**config.mk**
```make
export PLATFORM = sky130hd
export DESIGN_NAME = plut_lockdown
export DESIGN_NICKNAME = d
export VERILOG_FILES = /design/src/rtl/plut_pkg.sv /design/src/rtl/plut_rst_sync.sv /design/src/rtl/plut_lockdown.sv
export SDC_FILE = /design/constraint.sdc
export NUM_CORES = 1
export LEC_CHECK = 0
export ABC_CLOCK_PERIOD_IN_PS = 22500
export CAP_MARGIN = 20
export CELL_PAD_IN_SITES_DETAIL_PLACEMENT = 1
export CELL_PAD_IN_SITES_GLOBAL_PLACEMENT = 2
export CORE_MARGIN = 5
export CORE_UTILIZATION = 45
export CTS_CLUSTER_SIZE = 30
export DETAILED_ROUTE_END_ITERATION = 7
export DONT_BUFFER_PORTS = 1
export PLACE_DENSITY_LB_ADDON = 0.1
export SLEW_MARGIN = 15
export SYNTH_ARGS = -nofsm -noshare
export SYNTH_HDL_FRONTEND = slang
export SYNTH_SLANG_ARGS = --single-unit
```
**constraint.sdc**
```tcl
create_clock -name clk -period 22.5 [get_ports clk]
set_input_delay 3.375 -clock clk [delete_from_list [all_inputs] [get_ports clk]]
set_output_delay 3.375 -clock clk [all_outputs]
set_load 0.02 [all_outputs]
```
**src/rtl/plut_pkg.sv**
```systemverilog
// Constants shared by the protection table lockdown block
package plut_pkg;
  // Table geometry
  localparam int          PLUT_DEPTH      = 16;
  localparam int          PLUT_IDX_W      = 4;
  localparam int          PLUT_DATA_W     = 32;
  localparam int          PLUT_LANES      = 4;
  localparam logic [3:0]  PLUT_LAST_INDEX = 4'hF;
  // Control word field positions
  localparam int          PLUT_AUTOINC_BIT = 8;
  localparam int          PLUT_LOCK_BIT    = 31;
  // Values after reset
  localparam logic        PLUT_AUTOINC_RST = 1'h0;
  localparam logic        PLUT_LOCK_RST    = 1'h0;
  localparam logic        PLUT_INTEN_RST   = 1'h0;
  localparam logic [3:0]  PLUT_IDX_RST     = 4'h0;
  localparam logic [31:0] PLUT_ENTRY_RST   = 32'h0000_0000;
  localparam logic [31:0] PLUT_RDATA_RST   = 32'h0000_0000;
  // Reset synchroniser depth
  localparam int          PLUT_SYNC_STAGES = 2;
endpackage

```
**src/rtl/plut_rst_sync.sv**
```systemverilog
// Reset synchroniser: asynchronous assert, two-flop release
`timescale 1ns/1ns
`default_nettype none
module plut_rst_sync
  import plut_pkg::*;
(
  input  wire logic clk,
  input  wire logic arst_n,
  output var  logic rstSync_n
);
  logic [PLUT_SYNC_STAGES-1:0] stage;
  logic [PLUT_SYNC_STAGES-1:0] next_stage;

  // Shift a one in after release
  always_comb begin
    next_stage = {stage[PLUT_SYNC_STAGES-2:0], 1'b1};
  end

  // Register the chain
  always_ff @(posedge clk or negedge arst_n) begin
    if (!arst_n) begin
      stage <= '0;
    end else begin
      stage <= next_stage;
    end
  end

  assign rstSync_n = stage[PLUT_SYNC_STAGES-1];
endmodule
`default_nettype wire

```
**src/rtl/plut_lockdown.sv**
```systemverilog
// Protection look-up table access logic with configuration lockdown
//
// What this block does
// RULE1 - Control bit 8 makes data accesses step index
// RULE2 - Readable last valid table index for traversal
// RULE3 - Index write selects entry for later accesses
// RULE4 - Software dumps table from index zero, autoincrementing
// RULE5 - Data write stores word into indexed entry
// RULE6 - Byte writes change only enabled bytes
// RULE7 - Writing one to control bit 31 locks configuration
// RULE8 - Lockdown clears only by reset, never by software
// RULE9 - Locked: control, table, interrupt enable ignore writes
// RULE10 - Locked: table reads and index stepping still work
// RULE11 - Software should set autoincrement before locking
// RULE12 - Without autoincrement, data accesses keep the index
`timescale 1ns/1ns
`default_nettype none
module plut_lockdown
  import plut_pkg::*;
(
  input  wire logic                    clk,
  input  wire logic                    arst_n,
  input  wire logic                    ctrlWrEn,
  input  wire logic [PLUT_DATA_W-1:0]  ctrlWrData,
  input  wire logic                    intEnWrEn,
  input  wire logic                    intEnWrData,
  input  wire logic                    idxWrEn,
  input  wire logic [PLUT_IDX_W-1:0]   idxWrData,
  input  wire logic                    dataWrEn,
  input  wire logic [PLUT_LANES-1:0]   dataByteEn,
  input  wire logic [PLUT_DATA_W-1:0]  dataWrData,
  input  wire logic                    dataRdEn,
  input  wire logic [PLUT_IDX_W-1:0]   lookupIdx,
  output var  logic [PLUT_DATA_W-1:0]  dataRdData,
  output var  logic [PLUT_DATA_W-1:0]  lookupWord,
  output var  logic [PLUT_IDX_W-1:0]   tableIndex,
  output var  logic [PLUT_IDX_W-1:0]   tableLastIndex,
  output var  logic                    autoIncEnable,
  output var  logic                    lockdown,
  output var  logic                    intEnable
);
  // ==========================================================
  // Reset release
  logic rstSync_n;

  plut_rst_sync u_rst_sync (
    .clk       (clk),
    .arst_n    (arst_n),
    .rstSync_n (rstSync_n)
  );

  // ==========================================================
  // Control, interrupt enable and index
  logic                  next_autoIncEnable;
  logic                  next_lockdown;
  logic                  next_intEnable;
  logic [PLUT_IDX_W-1:0] next_tableIndex;
  logic                  dataAccess;
  logic                  tableWrite;

  assign dataAccess = dataWrEn | dataRdEn;
  assign tableWrite = dataWrEn & ~lockdown; // RULE9

  // Next control state; locked writes are dropped
  always_comb begin
    next_autoIncEnable = autoIncEnable;
    next_lockdown      = lockdown;
    next_intEnable     = intEnable;
    if (ctrlWrEn && !lockdown) begin // RULE9
      next_autoIncEnable = ctrlWrData[PLUT_AUTOINC_BIT]; // RULE1
      next_lockdown      = ctrlWrData[PLUT_LOCK_BIT]; // RULE7
    end
    if (intEnWrEn && !lockdown) begin // RULE9
      next_intEnable = intEnWrData;
    end
    // Once set only reset clears it
    if (lockdown) begin
      next_lockdown = 1'b1; // RULE8
    end
  end

  // Next index; an explicit load beats the auto step
  always_comb begin
    next_tableIndex = tableIndex;
    if (idxWrEn) begin
      next_tableIndex = idxWrData; // RULE3
    end else if (dataAccess && autoIncEnable) begin
      next_tableIndex = tableIndex + 4'h1; // RULE1 RULE10
    end
  end

  // Register control state
  always_ff @(posedge clk or negedge rstSync_n) begin
    if (!rstSync_n) begin
      autoIncEnable <= PLUT_AUTOINC_RST;
      lockdown      <= PLUT_LOCK_RST; // RULE8
      intEnable     <= PLUT_INTEN_RST;
      tableIndex    <= PLUT_IDX_RST;
    end else begin
      autoIncEnable <= next_autoIncEnable;
      lockdown      <= next_lockdown;
      intEnable     <= next_intEnable;
      tableIndex    <= next_tableIndex; // RULE12
    end
  end

  assign tableLastIndex = PLUT_LAST_INDEX; // RULE2

  // ==========================================================
  // Table storage, one generate step per entry
  logic [PLUT_DATA_W-1:0] lutMem [PLUT_DEPTH];

  for (genvar e = 0; e < PLUT_DEPTH; e++) begin : g_entry
    logic [PLUT_DATA_W-1:0] next_entry;

    // Merge enabled byte lanes into the selected entry
    always_comb begin
      next_entry = lutMem[e];
      if (tableWrite && tableIndex == PLUT_IDX_W'(e)) begin // RULE5
        for (int b = 0; b < PLUT_LANES; b++) begin
          if (dataByteEn[b]) begin
            next_entry[8*b +: 8] = dataWrData[8*b +: 8]; // RULE6
          end
        end
      end
    end

    // Register the entry
    always_ff @(posedge clk or negedge rstSync_n) begin
      if (!rstSync_n) begin
        lutMem[e] <= PLUT_ENTRY_RST;
      end else begin
        lutMem[e] <= next_entry;
      end
    end
  end

  // ==========================================================
  // Read paths
  logic [PLUT_DATA_W-1:0] selWord;
  logic [PLUT_DATA_W-1:0] next_dataRdData;
  logic [PLUT_DATA_W-1:0] next_lookupWord;

  assign selWord = lutMem[tableIndex];

  // Software read holds its word; lookup follows every cycle
  always_comb begin
    next_dataRdData = dataRdData;
    if (dataRdEn) begin
      next_dataRdData = selWord; // RULE10
    end
    next_lookupWord = lutMem[lookupIdx];
  end

  // Register read data
  always_ff @(posedge clk or negedge rstSync_n) begin
    if (!rstSync_n) begin
      dataRdData <= PLUT_RDATA_RST;
      lookupWord <= PLUT_RDATA_RST;
    end else begin
      dataRdData <= next_dataRdData;
      lookupWord <= next_lookupWord;
    end
  end
endmodule
`default_nettype wire

```
==> results by group, run 1 <==
Floorplanning
  – Die height: 265 um
  – Num rows: 93
  – Full die area: 0.0702 mm2
  – Core area: 0.0645 mm2
  – Die W: 265 um
  – Starting density of the core: 45.4%
  – Ports: 159

Synth
  – Yosys cell types: 39
  – Simple-Gate Fraction of Synth Area: 2.93%
  – Seq/Total Area, Yosys: 50.0%
  – Multiplexer share of the synthesized area: 41.6%
  – Synth Area in Adders: 0.171%
  – Compound-gate portion of the synthesized area: 2.89%
  – Largest family of logic cells by synthesized area: multiplexers
  – Syn Area/Cell: 15.4 um2
  – Cells after Synth: 1903
  – Post-Synth XOR/XNOR Area: 0.0898%
  – Yosys warning count: 0
  – Flops & latches, synth: 585
  – Post-Syn Area: 0.0293 mm2

Finish
  – Nets: 1952
  – Non-filler cells, final: 2765
  – Leading cell type in the layout, fill and taps excluded: dfrtp_1
  – Area Overhead vs Synth: 9.48%
  – Ant diodes: 0
  – Share of layout cells above drive strength 1: 46.4%
  – Most frequent cells in the layout: dfrtp_1 (581), mux2_2 (505), mux4_2 (219)

Clocking
  – Longest Clk Path Bufs: 3
  – # clock sinks: 585
  – Clock-pin transition on the worst setup and hold timing paths: 0.06 ns
  – Postcts setup bufs: 0
  – Root buffer cell: clkbuf_16
  – Hold-fix buffers at CTS: 0
  – H-tree levels: 3
  – Cts repair resizes: 0
  – CTS tree: built
  – Num CTS Buffers: 69
  – Clock Latency Late Sink: 0.60 ns

Power
  – PD cells: 78.2 mW/mm2
  – Leak pwr: 14.6 nW
  – VDD IR max: 0.0634 mV

Worst setup path
  – R2r startpoint: tableIndex[1]
  – CP endpoint kind: output pin
  – Depth of the most critical reg-to-reg path: 7
  – Data required, critical path: 19.12 ns
  – RR Endpoint: lutMem[201]
  – Critical path arrival: 1.54 ns
  – CP startpoint kind: register
  – Kind of critical path: reg2out
  – Critical Path Fanout Max: 38
  – Critical path origin: tableIndex[0]
  – Critical path depth: 0
  – Reg2reg setup slack: 18.84 ns

Placement
  – Buffers on Ports: 0
  – Detailed Place HPWL: 50.1 mm
  – Placed Instances: 2648
  – Place WS: 17.34 ns
  – GPL Wtd Cong: 0.783

Timing
  – Final period utilization: 21.9%
  – Final Hold Viols: 0
  – Fmax: 203 MHz
  – Rel. slew slack: 35.5%
  – Final WS setup: 17.58 ns
  – Setup_tns: 0 ns
  – Worst Skew: 0.0201 ns
  – Worst Tran Pin Value: 0.967 ns
  – RSZ-0062 raised after global routing: no
  – Max Slew Vio Count: 0
  – Tmin final: 4.92 ns
  – Setup-failing EPs final: 0

GRT
  – Total gr overflow: 0
  – First-pass GRT wire length: 129 mm
  – Largest net degree at the start of global routing: 129
  – Total GRT Usage: 24.3%
  – Antenna violations before repair: 0
  – Number of global-route vias before repair: 19219

Drt
  – Drt pass-1 iters: 5
  – Met3 WL post-DR: 4.83 mm
  – M1 WL: 37.3 mm
  – Final WL: 85.0 mm
  – Met2 wire len: 40.1 mm
  – Via count: 17377
  – First DRT Iteration DRCs: 1019
  – Routed Antenna Nets: 0
  – Highest routed layer: met4
  – DRC: 0
  – Routed wire per std cell: 30.7 um
  – Vias/cell: 6.28

Outcome
  – Status: complete, no violations

Run
  – Max cap viols: 0

Worst hold path
  – Hold Path Class: reg2async
==> report_power, final <==
part | leakage, nW | internal (mW) | switching (mW)
Sequential | 7.98 | 1.10 | 0.0699
Combinational | 5.58 | 0.122 | 0.123
Clock | 1.07 | 0.650 | 0.440
Total | 14.6 | 1.87 | 0.633
==> registers in the layout (all words and copies together) (netlist names) <==
register,count
lookupWord,32
tableIndex,4
u_rst_sync.stage,2
intEnable,1
lockdown,1
dataRdData,32
autoIncEnable,1
lutMem,512
==> synth_stat cells (all sizes together) <==
cell type,count,share of area (%)
o21a,1,0.026
or3b,3,0.098
conb,1,0.013
a41oi,3,0.090
o22ai,62,1.3
o21ai,3,0.051
clkbuf,64,0.82
nor3,2,0.068
buf,71,1.4
nor2b,2,0.043
xnor2,2,0.060
a22oi,28,0.72
nand3b,6,0.15
inv,2,0.026
xor2,1,0.030
mux2i,126,4.3
mux2,515,20
a21oi,1,0.017
nand3,6,0.10
nand2,74,1.2
mux4,226,17
dfrtp,585,50
nand4,1,0.021
ha,4,0.17
nand2b,4,0.085
nor2,80,1.1
a31oi,28,0.60
o211a,1,0.034
a21o,1,0.026
==> per-stage QoR <==
stage | utilization, % | hold slack (ns) | cell area [um2] | total power [mW]
after floorplan | - | 0.331 | 29300 | 1.38
after global placement | 46.4 | 0.338 | 29900 | 1.43
after detailed placement | 46.4 | 0.340 | 29900 | 1.44
after CTS | 49.7 | 0.355 | 32000 | 2.54
after global routing | 49.7 | 0.367 | 32000 | 2.60
final | 49.7 | 0.317 | 32000 | 2.51
==> how the worst max path moves through the flow <==
| stage | to | slack (ns) |
|---|---|---|
| 5_1_grt | tableIndex[0] | 17.51 |
| 4_1_cts | tableIndex[0] | 17.53 |
| 2_1_floorplan | autoIncEnable | 4.99 |
| 3_5_place_dp | lutMem[163] | 17.34 |
| 3_3_place_gp | lutMem[163] | 17.39 |
| 6_report | tableIndex[0] | 17.58 |
==> routing by layer <==
| layer | vias up | track usage [%] |
|---|---|---|
| li1 | 7298 | - |
| met1 | 9544 | 33.9 |
| met2 | 393 | 38.3 |
| met3 | 142 | 5.55 |
| met4 | 0 | 7.85 |
| met5 | - | 0 |
==> cell families (layout without fill, tap and decap cells) <==
group           after synthesis  count (layout)
other cells                   1               5
flops                       585             585
simple gates                178             178
xor+xnor                      3               3
mux                         867             867
buf+inv                     137             140
compound gates              128             128
fa+ha+maj                     4               4
==> cell type report <==
cell class	count	area (um2)
clock buffer	107	2060
clock inverter	10	100
fill	6186	32400
inverter	2	7.51
multi-input combinational	1185	14000
sequential	585	14700
tap	855	1070
timing repair buffer	21	158
(Power assumes the default switching activity.)
==> inputs of run 2 (changes only) <==
Settings changed: ABC_CLOCK_PERIOD_IN_PS 22500 to 4600.
Clock period 22.5 ns to 4.6 ns, I/O delays scaled along.
==> results by group, run 2 (synthesized netlist as in run 1, its figures left out) <==
Clocking
  – Num CTS Buffers: 68 (-1.4%)
  – H-tree levels: 3 (unchanged)
  – Root buffer cell: clkbuf_16
  – Cts repair resizes: 0 (unchanged)
  – CTS tree: built
  – Hold-fix buffers at CTS: 1 (+1)
  – Clock Latency Late Sink: 0.60 ns (about the same)
  – # clock sinks: 585 (unchanged)
  – Longest Clk Path Bufs: 3 (unchanged)
  – Clock-pin transition on the worst setup and hold timing paths: 0.05 ns (about the same)
  – Postcts setup bufs: 0 (unchanged)

Drt
  – Via count: 17419 (+0.24%)
  – Drt pass-1 iters: 6 (+1)
  – Routed wire per std cell: 30.6 um (-0.31%)
  – Final WL: 84.9 mm (about the same)
  – Routed Antenna Nets: 0 (unchanged)
  – DRC: 0 (unchanged)
  – First DRT Iteration DRCs: 1113 (+9.2%)
  – Vias/cell: 6.28 (about the same)

Run
  – Max cap viols: 0 (unchanged)

Worst setup path
  – Critical Path Fanout Max: 44 (+16%)
  – Critical path arrival: 3.68 ns (+2.14 ns)
  – Reg2reg setup slack: 1.38 ns (-17.46 ns)
  – Slowest-stage cell, CP: dfrtp_4
  – CP startpoint kind: register
  – Worst-path cell chain: inv_1, ha_1, nand3b_1, nor3_2, nand2_1, mux2_2
  – Data required, critical path: 5.06 ns (-14.06 ns)
  – Kind of critical path: reg2reg
  – CP endpoint kind: register
  – CP max stage delay: 0.78 ns

Floorplanning
  – Die height: 265 um (unchanged)
  – Core area: 0.0645 mm2 (unchanged)
  – Die W: 265 um (unchanged)
  – Ports: 159 (unchanged)
  – Full die area: 0.0702 mm2 (unchanged)
  – Num rows: 93 (unchanged)
  – Starting density of the core: 45.4% (unchanged)

Placement
  – Detailed Place HPWL: 50.2 mm (+0.10%)
  – GPL Wtd Cong: 0.767 (-2.1%)
  – Placed Area: 0.0300 mm2 (+0.27%)
  – Placed Instances: 2652 (+0.15%)
  – Buffers on Ports: 0 (unchanged)

Finish
  – Leading cell type in the layout, fill and taps excluded: dfrtp_1
  – Ant diodes: 0 (unchanged)
  – Nets: 1956 (+0.20%)
  – Reg with most FFs: lutMem
  – Non-filler cells, final: 2772 (+0.25%)
  – Post-Layout Inst Area: 0.0322 mm2 (+0.55%)
  – Area Overhead vs Synth: 10.1%
  – Share of layout cells above drive strength 1: 46.9% (+0.46 points)
  – Most frequent cells in the layout: dfrtp_1 (581), mux2_2 (505), mux4_2 (219)
  – Largest regs: lutMem x512, dataRdData x32, lookupWord x32
  – Largest register FFs: 512 (unchanged)

Timing
  – Final period utilization: 69.9%
  – Tmin final: 3.22 ns
  – Rel. slew slack: 36.1% (+0.52 points)
  – Final Hold Viols: 0 (unchanged)
  – Max Slew Vio Count: 0 (unchanged)
  – Worst Skew: 0.0211 ns (+0.000992 ns)
  – RSZ-0062 raised after global routing: no
  – Fmax: 311 MHz
  – Setup-failing EPs final: 0 (unchanged)
  – Setup_tns: 0 ns (unchanged)
  – Worst Tran Pin Value: 0.959 ns (-0.00777 ns)

GRT
  – Total gr overflow: 0 (unchanged)
  – Antenna violations before repair: 0 (unchanged)
  – Number of global-route vias before repair: 19353 (+0.70%)
  – First-pass GRT wire length: 129 mm (-0.12%)
  – Total GRT Usage: 24.3% (+0.045 points)
  – Largest net degree at the start of global routing: 129 (unchanged)

Outcome
  – Status: complete, no violations

Power
  – VDD IR max: 0.295 mV (+370%)
  – Leak pwr: 14.7 nW (+0.59%)
  – PD cells: 386 mW/mm2 (+390%)

Worst hold path
  – Hold Path Class: in2reg
[run 2: changes by cell type in the layout (fill, tap and decap cells not counted), sizes merged]
| cell | previous run | this run |
|---|---|---|
| dlygate4sd3 | 0 | 1 |
| bufinv | 2 | 5 |
| inv | 2 | 3 |
| buf | 21 | 25 |
| clkbuf | 107 | 102 |
| clkinv | 8 | 10 |
| clkinvlp | 0 | 1 |
[run 2: worst paths after layout]
| path | start | to | depth (start not counted) |
|---|---|---|---|
| worst max-delay path | tableIndex[0] | lutMem[430] | 6 |
| worst min-delay path | dataRdEn | dataRdData[25] | 1 |
| worst max register to register | tableIndex[0] | lutMem[430] | 6 |
| worst min register to register | u_rst_sync.stage[0] | u_rst_sync.stage[1] | 0 |
| max in group asynchronous | u_rst_sync.stage[1] | lutMem[258] | 1 |
| min in group asynchronous | arst_n | u_rst_sync.stage[1] | 1 |
[run 2: area by class of cell]
type | count | area [um2]
flip-flops and latches | 585 | 14700
clock buffers | 102 | 2030
fillers | 6123 | 32200
inverters | 2 | 7.51
clock inverters | 17 | 216
multi-input cells | 1185 | 14000
repair buffers | 26 | 248
well taps | 855 | 1070
[run 2: routing by layer]
metal | up-vias | part of all wire, % | GRT usage [%]
met5 | - | 0 | 0
met4 | 0 | 2.8 | 7.03
met3 | 125 | 5.2 | 5.15
met2 | 385 | 48 | 38.8
met1 | 9627 | 44 | 34.2
li1 | 7282 | - | -
[run 2: report_power, final]
part / internal, mW / leakage, nW / switching, mW
sequential: 5.39 / 7.98 / 0.334
clock: 3.33 / 1.11 / 2.16
combinational: 0.610 / 5.62 / 0.613
[run 2: worst max-delay path, delay by kind of cell (launching register included)]
kind / cells / cell delay (ns)
fa+ha+maj: 1 / 0.19
buf+inv: 1 / 0.32
flops: 1 / 0.78
mux: 1 / 0.48
simple gates: 3 / 1.27
[run 2: through the flow]
step           hold slack [ns]  total power, mW  util [%]  worst slack [ns]
2_1_floorplan            0.331             6.77         -             -1.08
3_5_place_dp             0.337             7.05      46.5              1.47
5_1_grt                  0.165             12.9      50.0              1.36
4_1_cts                  0.159             12.6      50.0              1.45
3_3_place_gp             0.336             7.01      46.5              1.57
6_report                 0.194             12.4      50.0              1.38
==> inputs of run 3 (changes only) <==
Settings changed: ABC_CLOCK_PERIOD_IN_PS 4600 to 2900, CORE_UTILIZATION 45 to 43.
Clock period 4.6 ns to 2.9 ns, I/O delays scaled along.
==> results by group, run 3 (synthesized netlist as in run 1, its figures left out) <==
Finish
  – Largest regs: lutMem x512, dataRdData x32, lookupWord x32
  – Area Overhead vs Synth: 12.6%
  – Leading cell type in the layout, fill and taps excluded: dfrtp_1
  – Reg with most FFs: lutMem
  – Most frequent cells in the layout: dfrtp_1 (581), mux2_2 (505), mux4_2 (219)
  – Nets: 2017 (+3.1%)
  – Util after Layout: 48.9% (-1.1 points)
  – Largest register FFs: 512 (unchanged)
  – Share of layout cells above drive strength 1: 46.3% (-0.64 points)

GRT
  – Number of global-route vias before repair: 19239 (-0.59%)
  – First-pass GRT wire length: 133 mm (+3.2%)
  – Total gr overflow: 0 (unchanged)
  – Largest net degree at the start of global routing: 129 (unchanged)
  – Antenna violations before repair: 3 (+3)
  – Total GRT Usage: 24.2% (-0.11 points)

Clocking
  – H-tree levels: 3 (unchanged)
  – Longest Clk Path Bufs: 3 (unchanged)
  – Num CTS Buffers: 69 (+1.5%)
  – Postcts setup bufs: 0 (unchanged)
  – Clock-pin transition on the worst setup and hold timing paths: 0.05 ns (about the same)
  – Clock Latency Late Sink: 0.60 ns (about the same)
  – CTS tree: built
  – Root buffer cell: clkbuf_16
  – # clock sinks: 585 (unchanged)
  – Hold-fix buffers at CTS: 45 (+44)
  – Cts repair resizes: 0 (unchanged)

Timing
  – Rel. slew slack: 40.9% (+4.9 points)
  – Fin Hold WS: 0.0359 ns (-0.159 ns)
  – Worst Skew: 0.0137 ns (-0.00745 ns)
  – Max Slew Vio Count: 0 (unchanged)
  – Final period utilization: 94.3% (+24 points)
  – RSZ-0062 raised after global routing: no
  – Final Hold Viols: 0 (unchanged)
  – Final WS setup: 0.165 ns (-1.22 ns)
  – Fmax: 366 MHz (+18%)
  – Worst Tran Pin Value: 0.884 ns (-0.0750 ns)
  – Tmin final: 2.73 ns (-0.481 ns)
  – Setup-failing EPs final: 0 (unchanged)

Worst setup path
  – Critical path arrival: 3.21 ns (-0.47 ns)
  – CP startpoint kind: register
  – Reg2reg setup slack: 0.17 ns (-1.22 ns)
  – Depth of the most critical reg-to-reg path: 6 (unchanged)
  – R2r startpoint: tableIndex[1]
  – Data required, critical path: 3.38 ns (-1.68 ns)
  – RR Endpoint: lutMem[210]
  – Critical Path Fanout Max: 8 (-82%)
  – Kind of critical path: reg2reg
  – CP endpoint kind: register

Placement
  – Detailed Place HPWL: 51.2 mm (+2.1%)
  – Buffers on Ports: 0 (unchanged)
  – GPL Wtd Cong: 0.771 (+0.61%)
  – Place WS: 0.218 ns (-1.25 ns)

Drt
  – M1 WL: 38.9 mm (+3.0%)
  – DRC: 0 (unchanged)
  – Highest routed layer: met5
  – Drt pass-1 iters: 5 (-1)
  – Routed Antenna Nets: 0 (unchanged)
  – Via count: 17518 (+0.57%)
  – Final WL: 88.0 mm (+3.5%)
  – Routed wire per std cell: 30.8 um (+0.63%)
  – Met2 wire len: 42.1 mm (+4.1%)
  – First DRT Iteration DRCs: 1042 (-6.4%)
  – Vias/cell: 6.14 (-2.3%)
  – Met3 WL post-DR: 5.07 mm (+15%)

Run
  – Max cap viols: 0 (unchanged)

Floorplanning
  – Full die area: 0.0734 mm2 (+4.5%)
  – Num rows: 95 (+2.2%)
  – Ports: 159 (unchanged)
  – Die W: 271 um (+2.2%)
  – Core area: 0.0674 mm2 (+4.5%)
  – Starting density of the core: 43.4% (-2.0 points)
  – Die height: 271 um (+2.2%)

Outcome
  – Status: complete, no violations

Worst hold path
  – Hold Path Class: in2reg
  – Hold_sp: lookupIdx[3]
  – Hold path endpoint: lookupWord[4]
  – Hold depth: 1 (unchanged)

Power
  – Leak pwr: 15.0 nW (+2.1%)
  – VDD IR max: 0.434 mV (+47%)
  – PD cells: 598 mW/mm2 (+55%)
## run 3: power breakdown
group          switching (mW)  total [mW]  leakage (nW)  internal (mW)
combinational            1.21        2.28          5.96           1.08
sequential              0.450        9.00          7.98           8.55
clock                    3.41        8.42          1.08           5.01
total                    5.07        19.7          15.0           14.6
## run 3: routing by layer
| layer | GRT usage, % | vias up |
|---|---|---|
| met4 | 5.43 | 2 |
| met2 | 38.5 | 375 |
| li1 | - | 7408 |
| met3 | 5.87 | 119 |
| met5 | 0 | - |
| met1 | 34.1 | 9614 |
## run 3: cell type report
class                   count  area, um2
fillers                  6389      34400
inverters                   2       7.51
clock inverters            14       95.1
repair buffers             86       1020
flip-flops and latches    585      14700
diodes                      1       2.50
well taps                 873       1090
clock buffers             106       2080
multi-input cells        1185      14000
## run 3: through the flow
step	TNS (ns)	cells	instance area [um2]	power, mW
final	0	2852	32900	19.7
after global routing	0	2851	32900	20.5
after CTS	0	2851	32900	20.0
after detailed placement	0	2686	30300	11.3
after global placement	0	2686	30300	11.2
after floorplan	-1619.18	1907	29300	10.7
## run 3: how the worst max path moves through the flow
stage                     slack, ns                 from  depth (start not counted)             to
after floorplan               -2.78  u_rst_sync.stage[1]                          0  autoIncEnable
after global placement         0.20        tableIndex[1]                          6    lutMem[478]
after detailed placement       0.22        tableIndex[1]                          6    lutMem[451]
after CTS                      0.20        tableIndex[1]                          6    lutMem[450]
after global routing           0.06        tableIndex[1]                          6    lutMem[214]
final                          0.17        tableIndex[1]                          6    lutMem[210]
## run 3: critical path: stages, from the launching register on
cell and delay, ns:
dfrtp_4 0.59, inv_1 0.17, ha_1 0.17, nand3b_1 0.16
nor2_1 0.44, nand2_1 0.60, mux2_2 0.47
